## config.mk

```make
export PLATFORM = sky130hd
export DESIGN_NAME = clock_gen_control
export DESIGN_NICKNAME = d
export VERILOG_FILES = /design/src/logic/clock_ctrl_pkg.sv /design/src/logic/clock_divider.sv /design/src/logic/clock_switch.sv /design/src/logic/clock_gen_control.sv
export SDC_FILE = /design/constraint.sdc
export NUM_CORES = 1
export LEC_CHECK = 0
export ABC_AREA = 1
export BUFFER_PORTS_ARGS = -buffer_cell sky130_fd_sc_hd__buf_2
export CAP_MARGIN = 30
export CORE_MARGIN = 2
export CORE_UTILIZATION = 50
export DETAILED_ROUTE_END_ITERATION = 7
export PLACE_DENSITY = 0.78
export SYNTH_ARGS = -nofsm -noshare
export SYNTH_HDL_FRONTEND = slang
export SYNTH_HIERARCHICAL = 1
export SYNTH_SLANG_ARGS = --single-unit
export TNS_END_PERCENT = 5
```

## constraint.sdc

```tcl
create_clock -name core_clk_i -period 1.7 [get_ports core_clk_i]
set_clock_uncertainty 0.2 [all_clocks]
set_input_delay 0.085 -clock core_clk_i [delete_from_list [all_inputs] [get_ports core_clk_i]]
set_output_delay 0.085 -clock core_clk_i [all_outputs]
set_load 0.02 [all_outputs]
```

## src/logic/clock_ctrl_pkg.sv

```systemverilog
// Purpose: Shared constants and types of the clock generation control block.
// Assumes: One core clock at 25 MHz; registers reached over a plain strobe port.
// Notes: Offsets, source and standby fields, reset values and wait counts live here only.
package clock_ctrl_pkg;
  // Register byte addresses on the strobe port.
  localparam logic [7:0] clock_source_addr = 8'h00;
  localparam logic [7:0] standby_control_addr = 8'h04;
  localparam logic [7:0] clock_divide_a_addr = 8'h08;
  localparam logic [7:0] clock_divide_b_addr = 8'h0c;
  localparam logic [7:0] clock_status_addr = 8'h10;
  // Clock source register fields.
  localparam int source_sel_lsb = 0;
  localparam int main_pll_enable_bit = 10;
  localparam int sub_pll_enable_bit = 11;
  localparam int main_pll_rate_lsb = 12;
  // Standby control register fields.
  localparam int stop_osc_halt_a_bit = 0;
  localparam int stop_osc_halt_b_bit = 1;
  localparam int stab_wait_select_lsb = 2;
  localparam int stop_request_bit = 7;
  // Reset values.
  localparam logic [15:0] clock_source_reset = 16'h0000;
  localparam logic [15:0] standby_control_reset = 16'h0003;
  localparam logic [15:0] clock_divide_a_reset = 16'h0000;
  localparam logic [15:0] clock_divide_b_reset = 16'h0000;
  // Stabilization waits in core cycles, one per select code.
  localparam logic [12:0] stab_wait_0 = 13'h0100;
  localparam logic [12:0] stab_wait_1 = 13'h0200;
  localparam logic [12:0] stab_wait_2 = 13'h0400;
  localparam logic [12:0] stab_wait_3 = 13'h1000;
  // Source selection codes; the fourth code is not a source.
  typedef enum logic [1:0] {src_main_half, src_main_pll, src_sub} src_sel_type;
  // Four 4-bit divider settings, channel 0 in the low nibble.
  typedef struct packed {
    logic [3:0][3:0] setting;
  } div_cfg_type;
  // Divided clocks as levels plus one-cycle rising-edge ticks.
  typedef struct packed {
    logic [3:0] level;
    logic [3:0] tick;
  } clk_bundle_type;
endpackage

```

## src/logic/clock_divider.sv

```systemverilog
// Purpose: Divides the base clock into four internal clocks.
// Assumes: half_en_i pulses once per half period of the base clock.
// Notes: Counting half periods gives exact 50% duty for odd ratios.
`timescale 1ns/1ps
module clock_divider
  import clock_ctrl_pkg::*;
(
  input wire logic core_clk_i,
  input wire logic reset_i,
  input wire logic half_en_i,
  input wire div_cfg_type cfg_i,
  output clk_bundle_type clocks_o
);
  logic [3:0][3:0] count; // Half periods spent in the current phase.
  logic [3:0][3:0] next_count;
  clk_bundle_type next_clocks;

  // Each phase lasts setting plus one half periods of the base clock.
  always_comb begin
    next_count = count;
    next_clocks.level = clocks_o.level;
    next_clocks.tick = 4'h0;
    for (int i = 0; i < 4; i++) begin
      if (half_en_i) begin
        // A shrunk setting below the running count ends the phase at once.
        if (count[i] >= cfg_i.setting[i]) begin
          next_count[i] = 4'h0;
          next_clocks.level[i] = ~clocks_o.level[i];
          next_clocks.tick[i] = ~clocks_o.level[i];
        end else begin
          next_count[i] = count[i] + 4'h1;
        end
      end
    end
  end

  // Registers only.
  always_ff @(posedge core_clk_i) begin
    if (reset_i) begin
      count <= '0;
      clocks_o <= '0;
    end else begin
      count <= next_count;
      clocks_o <= next_clocks;
    end
  end

  a_tick_on_rise: assert property (@(posedge core_clk_i) disable iff (reset_i)
    clocks_o.tick[0] |-> clocks_o.level[0] && !$past(clocks_o.level[0]))
    else $error("Tick without a rising level.");
  a_ratio_one: assert property (@(posedge core_clk_i) disable iff (reset_i)
    half_en_i && cfg_i.setting[1] == 4'h0 && $stable(cfg_i) |=>
    clocks_o.level[1] != $past(clocks_o.level[1]))
    else $error("Ratio one did not toggle on every half period.");
endmodule // clock_divider

```

## src/logic/clock_switch.sv

```systemverilog
// Purpose: Glitch-free selection of the base clock source.
// Assumes: Source half-period pulses come from the core clock domain.
// Notes: A switch waits for the old falling half, then skips one new half.
`timescale 1ns/1ps
module clock_switch
  import clock_ctrl_pkg::*;
(
  input wire logic core_clk_i,
  input wire logic reset_i,
  input wire logic [1:0] sel_i,
  input wire logic gate_i,
  input wire logic pll_half_i,
  input wire logic sub_half_i,
  output logic half_en_o,
  output logic level_o,
  output logic [1:0] active_o
);
  typedef enum logic {sw_run, sw_settle} sw_state_type;
  sw_state_type state;
  sw_state_type next_state;
  logic next_half_en;
  logic next_level;
  logic [1:0] next_active;
  logic tick; // Half period of the active source.

  // Half-period pulse of a source; main/2 halves once per core cycle.
  function automatic logic src_half(input logic [1:0] s, input logic p, input logic b);
    if (s == 2'(src_main_pll)) return p;
    else if (s == 2'(src_sub)) return b;
    else return 1'b1;
  endfunction

  // The old source leaves only on a falling half, so no high pulse is cut.
  always_comb begin
    tick = src_half(active_o, pll_half_i, sub_half_i) && !gate_i;
    next_state = state;
    next_half_en = 1'b0;
    next_level = level_o;
    next_active = active_o;
    case (state)
      sw_run: begin
        if (tick) begin
          next_half_en = 1'b1;
          next_level = ~level_o;
          if (level_o && sel_i != active_o) begin
            next_active = sel_i;
            next_state = sw_settle;
          end
        end
      end
      default: begin
        // Low stays for one whole half of the new source before rising.
        if (src_half(active_o, pll_half_i, sub_half_i) && !gate_i) begin
          next_state = sw_run;
        end
      end
    endcase
  end

  // Registers only.
  always_ff @(posedge core_clk_i) begin
    if (reset_i) begin
      state <= sw_run;
      half_en_o <= 1'b0;
      level_o <= 1'b0;
      active_o <= 2'(src_main_half);
    end else begin
      state <= next_state;
      half_en_o <= next_half_en;
      level_o <= next_level;
      active_o <= next_active;
    end
  end

  a_settle_low: assert property (@(posedge core_clk_i) disable iff (reset_i)
    state == sw_settle |-> !level_o ##1 !half_en_o)
    else $error("Base clock high while settling on a new source.");
  a_switch_falls: assert property (@(posedge core_clk_i) disable iff (reset_i)
    active_o != $past(active_o) |-> !level_o && $past(level_o))
    else $error("Source changed outside a falling half.");
endmodule // clock_switch

```

## src/logic/clock_gen_control.sv

```systemverilog
// Purpose: Clock source, PLL, stop-mode and stabilization-wait control.
// Assumes: reset_i is the settings initialization reset; pll_half_i is same-clock.
// Notes: Program execution is held through cpu_halt_o during any wait.
//
// Our own choices: the address-and-strobe port and the register addresses.
`timescale 1ns/1ps
module clock_gen_control
  import clock_ctrl_pkg::*;
(
  input wire logic core_clk_i,
  input wire logic reset_i,
  input wire logic [7:0] reg_addr_i,
  input wire logic [15:0] reg_wdata_i,
  input wire logic reg_write_i,
  input wire logic reg_read_i,
  output logic [15:0] reg_rdata_o,
  input wire logic pll_half_i,
  input wire logic sub_osc_i,
  input wire logic wake_i,
  output logic base_clk_o,
  output logic [3:0] clk_level_o,
  output logic [3:0] clk_tick_o,
  output logic cpu_halt_o,
  output logic stop_mode_o,
  output logic main_pll_run_o,
  output logic sub_pll_run_o,
  output logic [2:0] pll_rate_o
);
  typedef enum logic [1:0] {st_stab, st_run, st_stop} ctl_state_type;

  // Register state.
  logic [1:0] source_sel; // Selected source code.
  logic main_pll_enable; // Software enable of the main PLL.
  logic sub_pll_enable; // Software enable of the sub oscillation path.
  logic [2:0] main_pll_rate; // Multiplication rate.
  logic stop_osc_halt_a; // Stop mode halts the main oscillator and PLL.
  logic stop_osc_halt_b; // Stop mode halts the sub oscillator path.
  logic [1:0] stab_wait_select; // One of four wait lengths.
  div_cfg_type div_cfg; // Divider settings of the four clocks.
  logic [1:0] next_source_sel;
  logic next_main_pll_enable;
  logic next_sub_pll_enable;
  logic [2:0] next_main_pll_rate;
  logic next_stop_osc_halt_a;
  logic next_stop_osc_halt_b;
  logic [1:0] next_stab_wait_select;
  div_cfg_type next_div_cfg;
  logic [15:0] next_reg_rdata;

  // Control state.
  ctl_state_type state;
  ctl_state_type next_state;
  logic [12:0] wait_count; // Remaining stabilization cycles.
  logic [12:0] next_wait_count;
  logic next_main_pll_run;
  logic next_sub_pll_run;

  // Sub oscillator pin synchronizer; a change counts while stages 2 and 3 differ.
  logic [2:0] sub_sync;
  logic sub_half; // One pulse per sub oscillator half period.

  // Internal wires from the sub-modules.
  logic base_half_en;
  logic base_level;
  logic [1:0] active_sel;
  clk_bundle_type clocks;

  // Wait length for a select code, used at stop return and rate change; reset release loads stab_wait_0.
  function automatic logic [12:0] wait_len(input logic [1:0] code);
    if (code == 2'h0) return stab_wait_0;
    else if (code == 2'h1) return stab_wait_1;
    else if (code == 2'h2) return stab_wait_2;
    else return stab_wait_3;
  endfunction

  // Chosen wait applies through the time-base count.
  logic is_src_write;
  logic is_stby_write;
  logic rate_change_on_pll;
  logic stop_entry;

  // Register writes and their side effects on selection and PLL control.
  always_comb begin
    is_src_write = reg_write_i && reg_addr_i == clock_source_addr;
    is_stby_write = reg_write_i && reg_addr_i == standby_control_addr;
    next_source_sel = source_sel;
    next_main_pll_enable = main_pll_enable;
    next_sub_pll_enable = sub_pll_enable;
    next_main_pll_rate = main_pll_rate;
    next_stop_osc_halt_a = stop_osc_halt_a;
    next_stop_osc_halt_b = stop_osc_halt_b;
    next_stab_wait_select = stab_wait_select;
    next_div_cfg = div_cfg;
    rate_change_on_pll = 1'b0;
    stop_entry = 1'b0;
    if (is_src_write) begin
      next_main_pll_enable = reg_wdata_i[main_pll_enable_bit];
      next_sub_pll_enable = reg_wdata_i[sub_pll_enable_bit];
      next_main_pll_rate = reg_wdata_i[main_pll_rate_lsb +: 3];
      // A selected PLL cannot be switched off; the write keeps it running.
      if (source_sel == 2'(src_main_pll)) begin
        next_main_pll_enable = 1'b1;
      end
      // Only a running PLL may become the source; code 3 is no source.
      if (reg_wdata_i[source_sel_lsb +: 2] == 2'(src_main_pll)) begin
        if (next_main_pll_enable && main_pll_enable) begin
          next_source_sel = 2'(src_main_pll);
        end
      end else if (reg_wdata_i[source_sel_lsb +: 2] != 2'h3) begin
        next_source_sel = reg_wdata_i[source_sel_lsb +: 2];
      end
      // Changing the rate under a live PLL source forces a new wait.
      if (source_sel == 2'(src_main_pll)) begin
        rate_change_on_pll = next_main_pll_rate != main_pll_rate;
      end
    end else if (is_stby_write) begin
      next_stop_osc_halt_a = reg_wdata_i[stop_osc_halt_a_bit];
      next_stop_osc_halt_b = reg_wdata_i[stop_osc_halt_b_bit];
      next_stab_wait_select = reg_wdata_i[stab_wait_select_lsb +: 2];
      stop_entry = reg_wdata_i[stop_request_bit];
    end else if (reg_write_i && reg_addr_i == clock_divide_a_addr) begin
      next_div_cfg.setting[1:0] = reg_wdata_i[7:0];
    end else if (reg_write_i && reg_addr_i == clock_divide_b_addr) begin
      next_div_cfg.setting[3:2] = reg_wdata_i[7:0];
    end
  end

  // Read data stand in the cycle after the read strobe; others read zero.
  always_comb begin
    next_reg_rdata = 16'h0000;
    if (reg_read_i && reg_addr_i == clock_source_addr) begin
      next_reg_rdata[source_sel_lsb +: 2] = source_sel;
      next_reg_rdata[main_pll_enable_bit] = main_pll_enable;
      next_reg_rdata[sub_pll_enable_bit] = sub_pll_enable;
      next_reg_rdata[main_pll_rate_lsb +: 3] = main_pll_rate;
    end else if (reg_read_i && reg_addr_i == standby_control_addr) begin
      next_reg_rdata[stop_osc_halt_a_bit] = stop_osc_halt_a;
      next_reg_rdata[stop_osc_halt_b_bit] = stop_osc_halt_b;
      next_reg_rdata[stab_wait_select_lsb +: 2] = stab_wait_select;
    end else if (reg_read_i && reg_addr_i == clock_divide_a_addr) begin
      next_reg_rdata[7:0] = div_cfg.setting[1:0];
    end else if (reg_read_i && reg_addr_i == clock_divide_b_addr) begin
      next_reg_rdata[7:0] = div_cfg.setting[3:2];
    end else if (reg_read_i && reg_addr_i == clock_status_addr) begin
      next_reg_rdata[0] = state == st_stab;
      next_reg_rdata[1] = state == st_stop;
      next_reg_rdata[2] = main_pll_run_o;
      next_reg_rdata[3] = sub_pll_run_o;
      next_reg_rdata[5:4] = active_sel;
    end
  end

  // Operating states: wait, run and stop, with PLL run levels.
  always_comb begin
    next_state = state;
    next_wait_count = wait_count;
    case (state)
      st_stab: begin
        // Program held and clocks gated until the time-base count ends.
        if (wait_count <= 13'h0001) begin
          next_state = st_run;
          next_wait_count = 13'h0000;
        end else begin
          next_wait_count = wait_count - 13'h0001;
        end
      end
      st_run: begin
        if (stop_entry) begin
          next_state = st_stop;
        end else if (rate_change_on_pll) begin
          next_state = st_stab;
          next_wait_count = wait_len(next_stab_wait_select);
        end
        // Without a PLL source, PLL writes leave the program running.
      end
      default: begin
        // Wake replays the wait that software programmed beforehand.
        if (wake_i) begin
          next_state = st_stab;
          next_wait_count = wait_len(stab_wait_select);
        end
      end
    endcase
    // Halting oscillators take their PLL down in stop; a running one does not.
    next_main_pll_run = next_main_pll_enable &&
      !(next_state == st_stop && next_stop_osc_halt_a);
    next_sub_pll_run = next_sub_pll_enable &&
      !(next_state == st_stop && next_stop_osc_halt_b);
  end

  // All registered state; reset release enters the wait with PLLs off.
  always_ff @(posedge core_clk_i) begin
    if (reset_i) begin
      source_sel <= clock_source_reset[source_sel_lsb +: 2];
      main_pll_enable <= clock_source_reset[main_pll_enable_bit];
      sub_pll_enable <= clock_source_reset[sub_pll_enable_bit];
      main_pll_rate <= clock_source_reset[main_pll_rate_lsb +: 3];
      stop_osc_halt_a <= standby_control_reset[stop_osc_halt_a_bit];
      stop_osc_halt_b <= standby_control_reset[stop_osc_halt_b_bit];
      stab_wait_select <= standby_control_reset[stab_wait_select_lsb +: 2];
      div_cfg.setting[1:0] <= clock_divide_a_reset[7:0];
      div_cfg.setting[3:2] <= clock_divide_b_reset[7:0];
      state <= st_stab;
      wait_count <= stab_wait_0;
      reg_rdata_o <= 16'h0000;
      main_pll_run_o <= 1'b0;
      sub_pll_run_o <= 1'b0;
      cpu_halt_o <= 1'b1;
      stop_mode_o <= 1'b0;
      pll_rate_o <= 3'h0;
      sub_sync <= 3'h0;
    end else begin
      source_sel <= next_source_sel;
      main_pll_enable <= next_main_pll_enable;
      sub_pll_enable <= next_sub_pll_enable;
      main_pll_rate <= next_main_pll_rate;
      stop_osc_halt_a <= next_stop_osc_halt_a;
      stop_osc_halt_b <= next_stop_osc_halt_b;
      stab_wait_select <= next_stab_wait_select;
      div_cfg <= next_div_cfg;
      state <= next_state;
      wait_count <= next_wait_count;
      reg_rdata_o <= next_reg_rdata;
      main_pll_run_o <= next_main_pll_run;
      sub_pll_run_o <= next_sub_pll_run;
      cpu_halt_o <= next_state != st_run;
      stop_mode_o <= next_state == st_stop;
      pll_rate_o <= next_main_pll_rate;
      sub_sync <= {sub_sync[1:0], sub_osc_i};
    end
  end

  // Only stages 2 and 3 of the synchronizer are compared.
  assign sub_half = sub_sync[2] != sub_sync[1];

  // Glitch-free source switch; clocks stop while waiting or stopped.
  clock_switch u_switch (
    .core_clk_i(core_clk_i),
    .reset_i(reset_i),
    .sel_i(source_sel),
    .gate_i(state != st_run),
    .pll_half_i(pll_half_i),
    .sub_half_i(sub_half),
    .half_en_o(base_half_en),
    .level_o(base_level),
    .active_o(active_sel)
  );

  // Four internal clocks divided from the base clock halves.
  clock_divider u_divider (
    .core_clk_i(core_clk_i),
    .reset_i(reset_i),
    .half_en_i(base_half_en),
    .cfg_i(div_cfg),
    .clocks_o(clocks)
  );

  assign base_clk_o = base_level;
  assign clk_level_o = clocks.level;
  assign clk_tick_o = clocks.tick;

  a_pll_needs_enable: assert property (@(posedge core_clk_i) disable iff (reset_i)
    source_sel == 2'(src_main_pll) |-> main_pll_enable)
    else $error("PLL selected while disabled.");
  a_pll_kept_on: assert property (@(posedge core_clk_i) disable iff (reset_i)
    source_sel == 2'(src_main_pll) && is_src_write |=> main_pll_enable && main_pll_run_o)
    else $error("Selected PLL was switched off.");
  a_rate_wait: assert property (@(posedge core_clk_i) disable iff (reset_i)
    state == st_run && !stop_entry && rate_change_on_pll |=> cpu_halt_o [*3])
    else $error("Rate change under PLL source did not halt.");
  a_rate_no_halt: assert property (@(posedge core_clk_i) disable iff (reset_i)
    state == st_run && is_src_write && source_sel != 2'(src_main_pll) |=> !cpu_halt_o)
    else $error("PLL change halted a non-PLL program.");
  a_stop_halts_pll: assert property (@(posedge core_clk_i) disable iff (reset_i)
    stop_mode_o && stop_osc_halt_a |-> !main_pll_run_o)
    else $error("Main PLL ran in stop with oscillator halt.");
  a_stop_keeps_pll: assert property (@(posedge core_clk_i) disable iff (reset_i)
    stop_mode_o && !stop_osc_halt_a && main_pll_enable |-> main_pll_run_o)
    else $error("Main PLL stopped although oscillator runs.");
  a_wake_wait: assert property (@(posedge core_clk_i) disable iff (reset_i)
    state == st_stop && wake_i && stab_wait_select == 2'h0 |=>
    cpu_halt_o && !stop_mode_o ##256 !cpu_halt_o)
    else $error("Wake wait length differs from the programmed one.");
  a_reset_wait: assert property (@(posedge core_clk_i)
    reset_i ##1 !reset_i [*2] |-> cpu_halt_o && !main_pll_run_o && !sub_pll_run_o)
    else $error("Reset release did not wait with PLLs off.");
  a_pll_src_run: assert property (@(posedge core_clk_i) disable iff (reset_i)
    active_sel == 2'(src_main_pll) && state == st_run |-> main_pll_run_o)
    else $error("Base clock taken from a stopped PLL.");
  // The first held cycle may still carry a half launched before the gate closed.
  a_sub_stop_halt: assert property (@(posedge core_clk_i) disable iff (reset_i)
    stop_mode_o && stop_osc_halt_b |-> !sub_pll_run_o)
    else $error("Sub path ran in stop with oscillator halt.");
  a_gated_in_wait: assert property (@(posedge core_clk_i) disable iff (reset_i)
    cpu_halt_o && $past(cpu_halt_o) |-> !base_half_en)
    else $error("Base clock advanced during a held wait.");

  c_pll_source: cover property (@(posedge core_clk_i) disable iff (reset_i)
    active_sel == 2'(src_main_pll));
  c_stop_wake: cover property (@(posedge core_clk_i) disable iff (reset_i)
    stop_mode_o ##1 !stop_mode_o);
  c_rate_wait: cover property (@(posedge core_clk_i) disable iff (reset_i)
    rate_change_on_pll && state == st_run);
  c_sub_source: cover property (@(posedge core_clk_i) disable iff (reset_i)
    active_sel == 2'(src_sub));
endmodule // clock_gen_control

```

## Word-level counts from Yosys, hierarchy flattened

Cells that the tools add are included.

| word-level totals | value |
|---|---|
| input bits | 31 |
| word-level logic and storage cells | 183 |
| bits in registers | 94 |
| output and inout bits | 32 |

| cells by class | value |
|---|---|
| eq/ne operators | 24 |
| bitwise operators | 15 |
| magnitude comparators | 5 |
| add/subtract/negate cells | 5 |
| muxes and demuxes | 51 |
| reduce and logical (&&, ||, !) cells | 44 |

Operators by type and width:

| cell | count |
|---|---|
| 13-bit 2-to-1 mux | 10 |
| 13-bit one-hot mux with 2 select lines | 1 |
| 2-bit 2-to-1 mux | 11 |
| 1-bit 2-to-1 mux | 20 |
| 4-bit 2-to-1 mux | 5 |
| 1-bit logical AND | 17 |
| 4-bit by 1-bit adder with 4-bit output (second input constant) | 4 |
| 8-bit by 4-bit equality test with 1-bit output (second input constant) | 2 |
| 4-bit >= comparator | 4 |
| 1-bit inverter | 15 |
| 3-bit OR reduction | 5 |
| 13-bit by 1-bit less-or-equal comparator with 1-bit output (second input constant) | 1 |
| 13-bit by 1-bit subtractor with 13-bit output (second input constant) | 1 |
| 2-bit by 1-bit equality test with 1-bit output (second input constant) | 6 |
| 6-bit 2-to-1 mux | 2 |
| 3-bit AND reduction | 4 |
| 2-bit equality test (second input constant) | 5 |
| 2-bit AND reduction | 5 |
| 8-bit by 3-bit equality test with 1-bit output (second input constant) | 1 |
| 8-bit by 5-bit equality test with 1-bit output (second input constant) | 1 |
| 8-bit zero test | 1 |
| 8-bit 2-to-1 mux | 1 |
| 2-bit zero test | 3 |
| 2-bit by 1-bit inequality test with 1-bit output (second input constant) | 3 |
| other kinds (10) | 16 |

## Logic depth before layout (Yosys ltp)

| depth | value |
|---|---|
| depth after elaboration | 11 |
| depth in mapped cells | 12 |
| gate-level depth less buffers | 12 |

## Cells and area by module

The synthesis kept the hierarchy.

By module, submodules not included:

| module | seq. area each (sq um) | cells each | instances | area each (sq um) |
|---|---|---|---|---|
| clock_gen_control | 1241.2 | 434 | 1 | 2970.3 |
| clock_divider | 480.5 | 182 | 1 | 1438.9 |
| clock_switch | 100.1 | 44 | 1 | 287.8 |

## Least setup slack after synthesis

No wires, ideal clock.

| timing | value |
|---|---|
| path kind | register to register |
| start | register state[1] (netlist name) |
| end | register u_switch.active_o[0] |
| setup slack | 0.125 ns |
| stages on the path, launching flop included | 10 |
| required time | 1.387 ns |
| buffers on the path | 1 |
| period minus slack after synthesis | 1.575 ns |
| data arrival time | 1.263 ns |
| setup time | 0.113 ns |
| path through | dfxtp_1 > buf_6 > nor2_1 > inv_1 > inv_1 > nand3_2 > nor2_4 > nand3_1 > nand2_1 > nor2_1 |

RTL lines:

| item | line | text |
|---|---|---|
| end signal, assigned | clock_switch.sv:66 | `active_o <= 2'(src_main_half);` |
| end signal, assigned | clock_switch.sv:71 | `active_o <= next_active;` |
| end, declared | clock_switch.sv:16 | `output logic [1:0] active_o` |

## Worst setup path after layout

| timing | value |
|---|---|
| start | input reg_read_i |
| end | register reg_rdata_o[4] |

| on the way | value |
|---|---|
| word-level cells in the longest chain between the ends | 4 |
| elaborated cells on any way between the ends | 9 |
| classes of those cells | mux (3); reduce/logical (6) |

RTL lines:

| item | line | text |
|---|---|---|
| start, declared | clock_gen_control.sv:15 | `input wire logic reg_read_i,` |
| 1-bit logical AND | clock_gen_control.sv:144 | `end else if (reg_read_i && reg_addr_i == clock_status_addr) begin` |
| 6-bit 2-to-1 mux | clock_gen_control.sv:144 |  |
| 6-bit 2-to-1 mux | clock_gen_control.sv:142 | `end else if (reg_read_i && reg_addr_i == clock_divide_b_addr) begin` |
| 8-bit 2-to-1 mux | clock_gen_control.sv:140 | `end else if (reg_read_i && reg_addr_i == clock_divide_a_addr) begin` |
| end signal, assigned | clock_gen_control.sv:223 | `reg_rdata_o <= next_reg_rdata;` |
| end, declared | clock_gen_control.sv:16 | `output logic [15:0] reg_rdata_o,` |

Several ways; a longest one is shown, not always the timed one.
A chain may end at the register's enable or synchronous reset.

==> out/metrics.cfg <==
[outcome]
status = completed

[die]
ios = 63
die_height_microns = 101
coreArea_sq_um = 9200
die-area_sq_um = 10200
start_util = 0.511
rows = 35
die_x_microns = 101

[power_and_ir_drop]
p_sw_mw = 1.91
p_clk_frac = 0.283
peakVddDrop_mv = 0.495
seq_power_share = 0.440
power.density_nw_per_um2 = 983
p_leak_nw = 2.70
p_sw_frac = 0.340
combinationalPowerShare = 0.277
p_int_mw = 3.71

[setup_path]
end_kind = register
crit_top_cell = inv_1
cp-start-kind = primary input
worstPathRequired_ns = 1.77
critPathTopFamily = buffers and inverters
cp_max_fo = 6
rr_startpoint = wait_count[0]
cpPeakStageDelay_ns = 0.52
path_buf_inv = 5
cp-startpoint = reg_read_i
reg2reg_slack_ns = 0.10
worstPathCellList = dlygate4sd3_1 > buf_2 > inv_1 > nor3_1 > inv_1 > nand2_2 > nor2_1 > nand2_1 > inv_1
critPathSlowestCell = dlygate4sd3_1
cp.arrival_ns = 1.69
crit_type = primary input to register

[placement]
place_inst = 844
gp_congestion = 0.870
port_buffers = 56
dp_slack_ns = -0.0614
hpwl_mm = 8.19

[routing]
drc = 0
ant_nets = 0
vias_per_cell = 5.16
num_vias = 4523
wl_mm = 11.5
firstDrtPassIters = 5
dr.first_iter.drc_count = 216
routedWlPerCell_microns = 13.1

[clock_tree]
htreeDepth = 3
cts-root-buf = clkbuf_8
insertion_delay_ns = 0.38
cts_made_buffers = 9
cts_tree = built
clk_pin_slew_ns = 0.10
clk_path_buf_depth = 2
clock-sinks = 91

[sta]
min_period_over_period = 0.953
final-hold-violation-count = 0
min_period_ns = 1.62
max_freq_ghz = 0.617
rsz0062_at_grt = true
finalSetupViolations = 0
fin_ws_ns = 0.0800
tns_ns = 0
drv_slew = 0

[logic_synthesis]
synth_most_common_cell = nand2_1
seq_area_frac_synth = 0.388
synthTopCellsByCount = nand2_1 (129), inv_1 (106), nor2_1 (98)
yosys_warnings = 6
ys.flop_type = dfxtp_1
syn_area_sq_um = 4700
ys_async_sr_fraction = 0
synth_edf_count = 0
synthesis.instances = 660
synth_top_area_share = 0.388
syn_avg_cell_area_sq_um = 7.12
yosysTopAreaCell = dfxtp_1
synth-seq-cells = 91
yosys-top-cells-area = dfxtp_1 (39%), nand2_1 (10%), inv_1 (8.5%)
ys_types = 38

[global_route]
grt-ovfl-total = 0
grt_pass1_wl_mm = 18.5
antenna_found_initial = 0
grt_util_all_layers = 0.229
grt_pass1_vias = 4231
grt_max_degree = 27

[cells_and_area]
finalNonFillerCells = 877
syn_to_final_growth_pct = 21.7
fin_util = 0.622
drive_gt1_frac = 0.217
fillCellCount = 776
diodes = 0
nets = 814

[job]
max_cap_violations = 0

[hold_path]
hold_class = primary input to register
min_from = reg_addr_i[7]

==> through the flow <==
stage	area [sq um]	total power, mW	hold slack [ns]
global placement	5240	3.88	0.0891
finish	5720	5.62	0.0189
CTS	5620	5.55	0.00307
floorplan	4700	3.47	-0.0526
global route	5720	5.94	0.0289
detailed placement	5240	3.93	0.0940
==> path summary, 6_finish.rpt <==
check | endpoint | depth (start not counted)
max | reg_rdata_o[4] | 9
min | reg_rdata_o[3] | 5
max reg2reg | wait_count[4] | 7
min reg2reg | sub_sync[1] | 2
==> cell families after synthesis <==
group | synth area share
compound gates | 0.0900
buf+inv | 0.111
flops | 0.388
fa+ha+maj | 0.0586
other cells | 0.000798
simple gates | 0.310
xor+xnor | 0.0354
mux | 0.00639
==> metal layers <==
layer  track usage  wire, microns  share of wire
met5             0              0              0
met2         0.394           5580           0.49
met1         0.277           4980           0.43
met4        0.0998            318          0.028
met3        0.0458            607          0.053
==> layout make-up <==
type / count / area, sq um / share of cell area
sequential: 91 / 1830 / 0.321
multi-input combinational: 449 / 2440 / 0.427
inverter: 108 / 409 / 0.0716
clock inverter: 7 / 92.6 / 0.0162
timing repair buffer: 102 / 678 / 0.119
tap: 111 / 139 / 0.0243
clock buffer: 9 / 124 / 0.0217
==> power groups by stage <==
stage,sequential [mW],combinational (mW),clock (mW)
3_3_place_gp,2.48,1.41,0
3_5_place_dp,2.48,1.45,0
4_1_cts,2.44,1.49,1.62
6_report,2.47,1.56,1.59
5_1_grt,2.50,1.75,1.69
2_1_floorplan,2.48,0.989,0
==> layout by cell type, fill, tap and decap left out, drive strengths merged, types with 9 or more instances in the layout <==
cell	count
nand4	15
nand3	52
nand2	137
clkbuf	9
dfxtp	91
inv	110
nor2	105
xor2	12
buf	86
a21oi	39
dlygate4sd3	16
o21ai	34
ha	22
==> sequential cells by signal, summed over array words and instances (netlist names), 2 cells and up <==
| name | flops |
|---|---|
| div_cfg | 16 |
| u_divider/count | 16 |
| reg_rdata_o | 13 |
| wait_count | 13 |
| u_divider/clocks_o | 8 |
| main_pll_rate | 3 |
| sub_sync | 3 |
| source_sel | 2 |
| stab_wait_select | 2 |
| state | 2 |
| u_switch/active_o | 2 |
==> tightest hold or removal path: stages <==
cell and delay, ns:
buf_2 0.10, nor3_2 0.04, buf_4 0.14, nand3_1 0.06, a41oi_1 0.11
==> timing repair <==
action / CTS / global route
hold buffers: 16 / 0
resized for setup: 2 / 34
pin swaps: 0 / 2
buffers inserted: 0 / 1
setup endpoints to repair: 2 / 32
endpoints found under the hold margin: 37 / 0
Power figures use the tool's default switching activity.
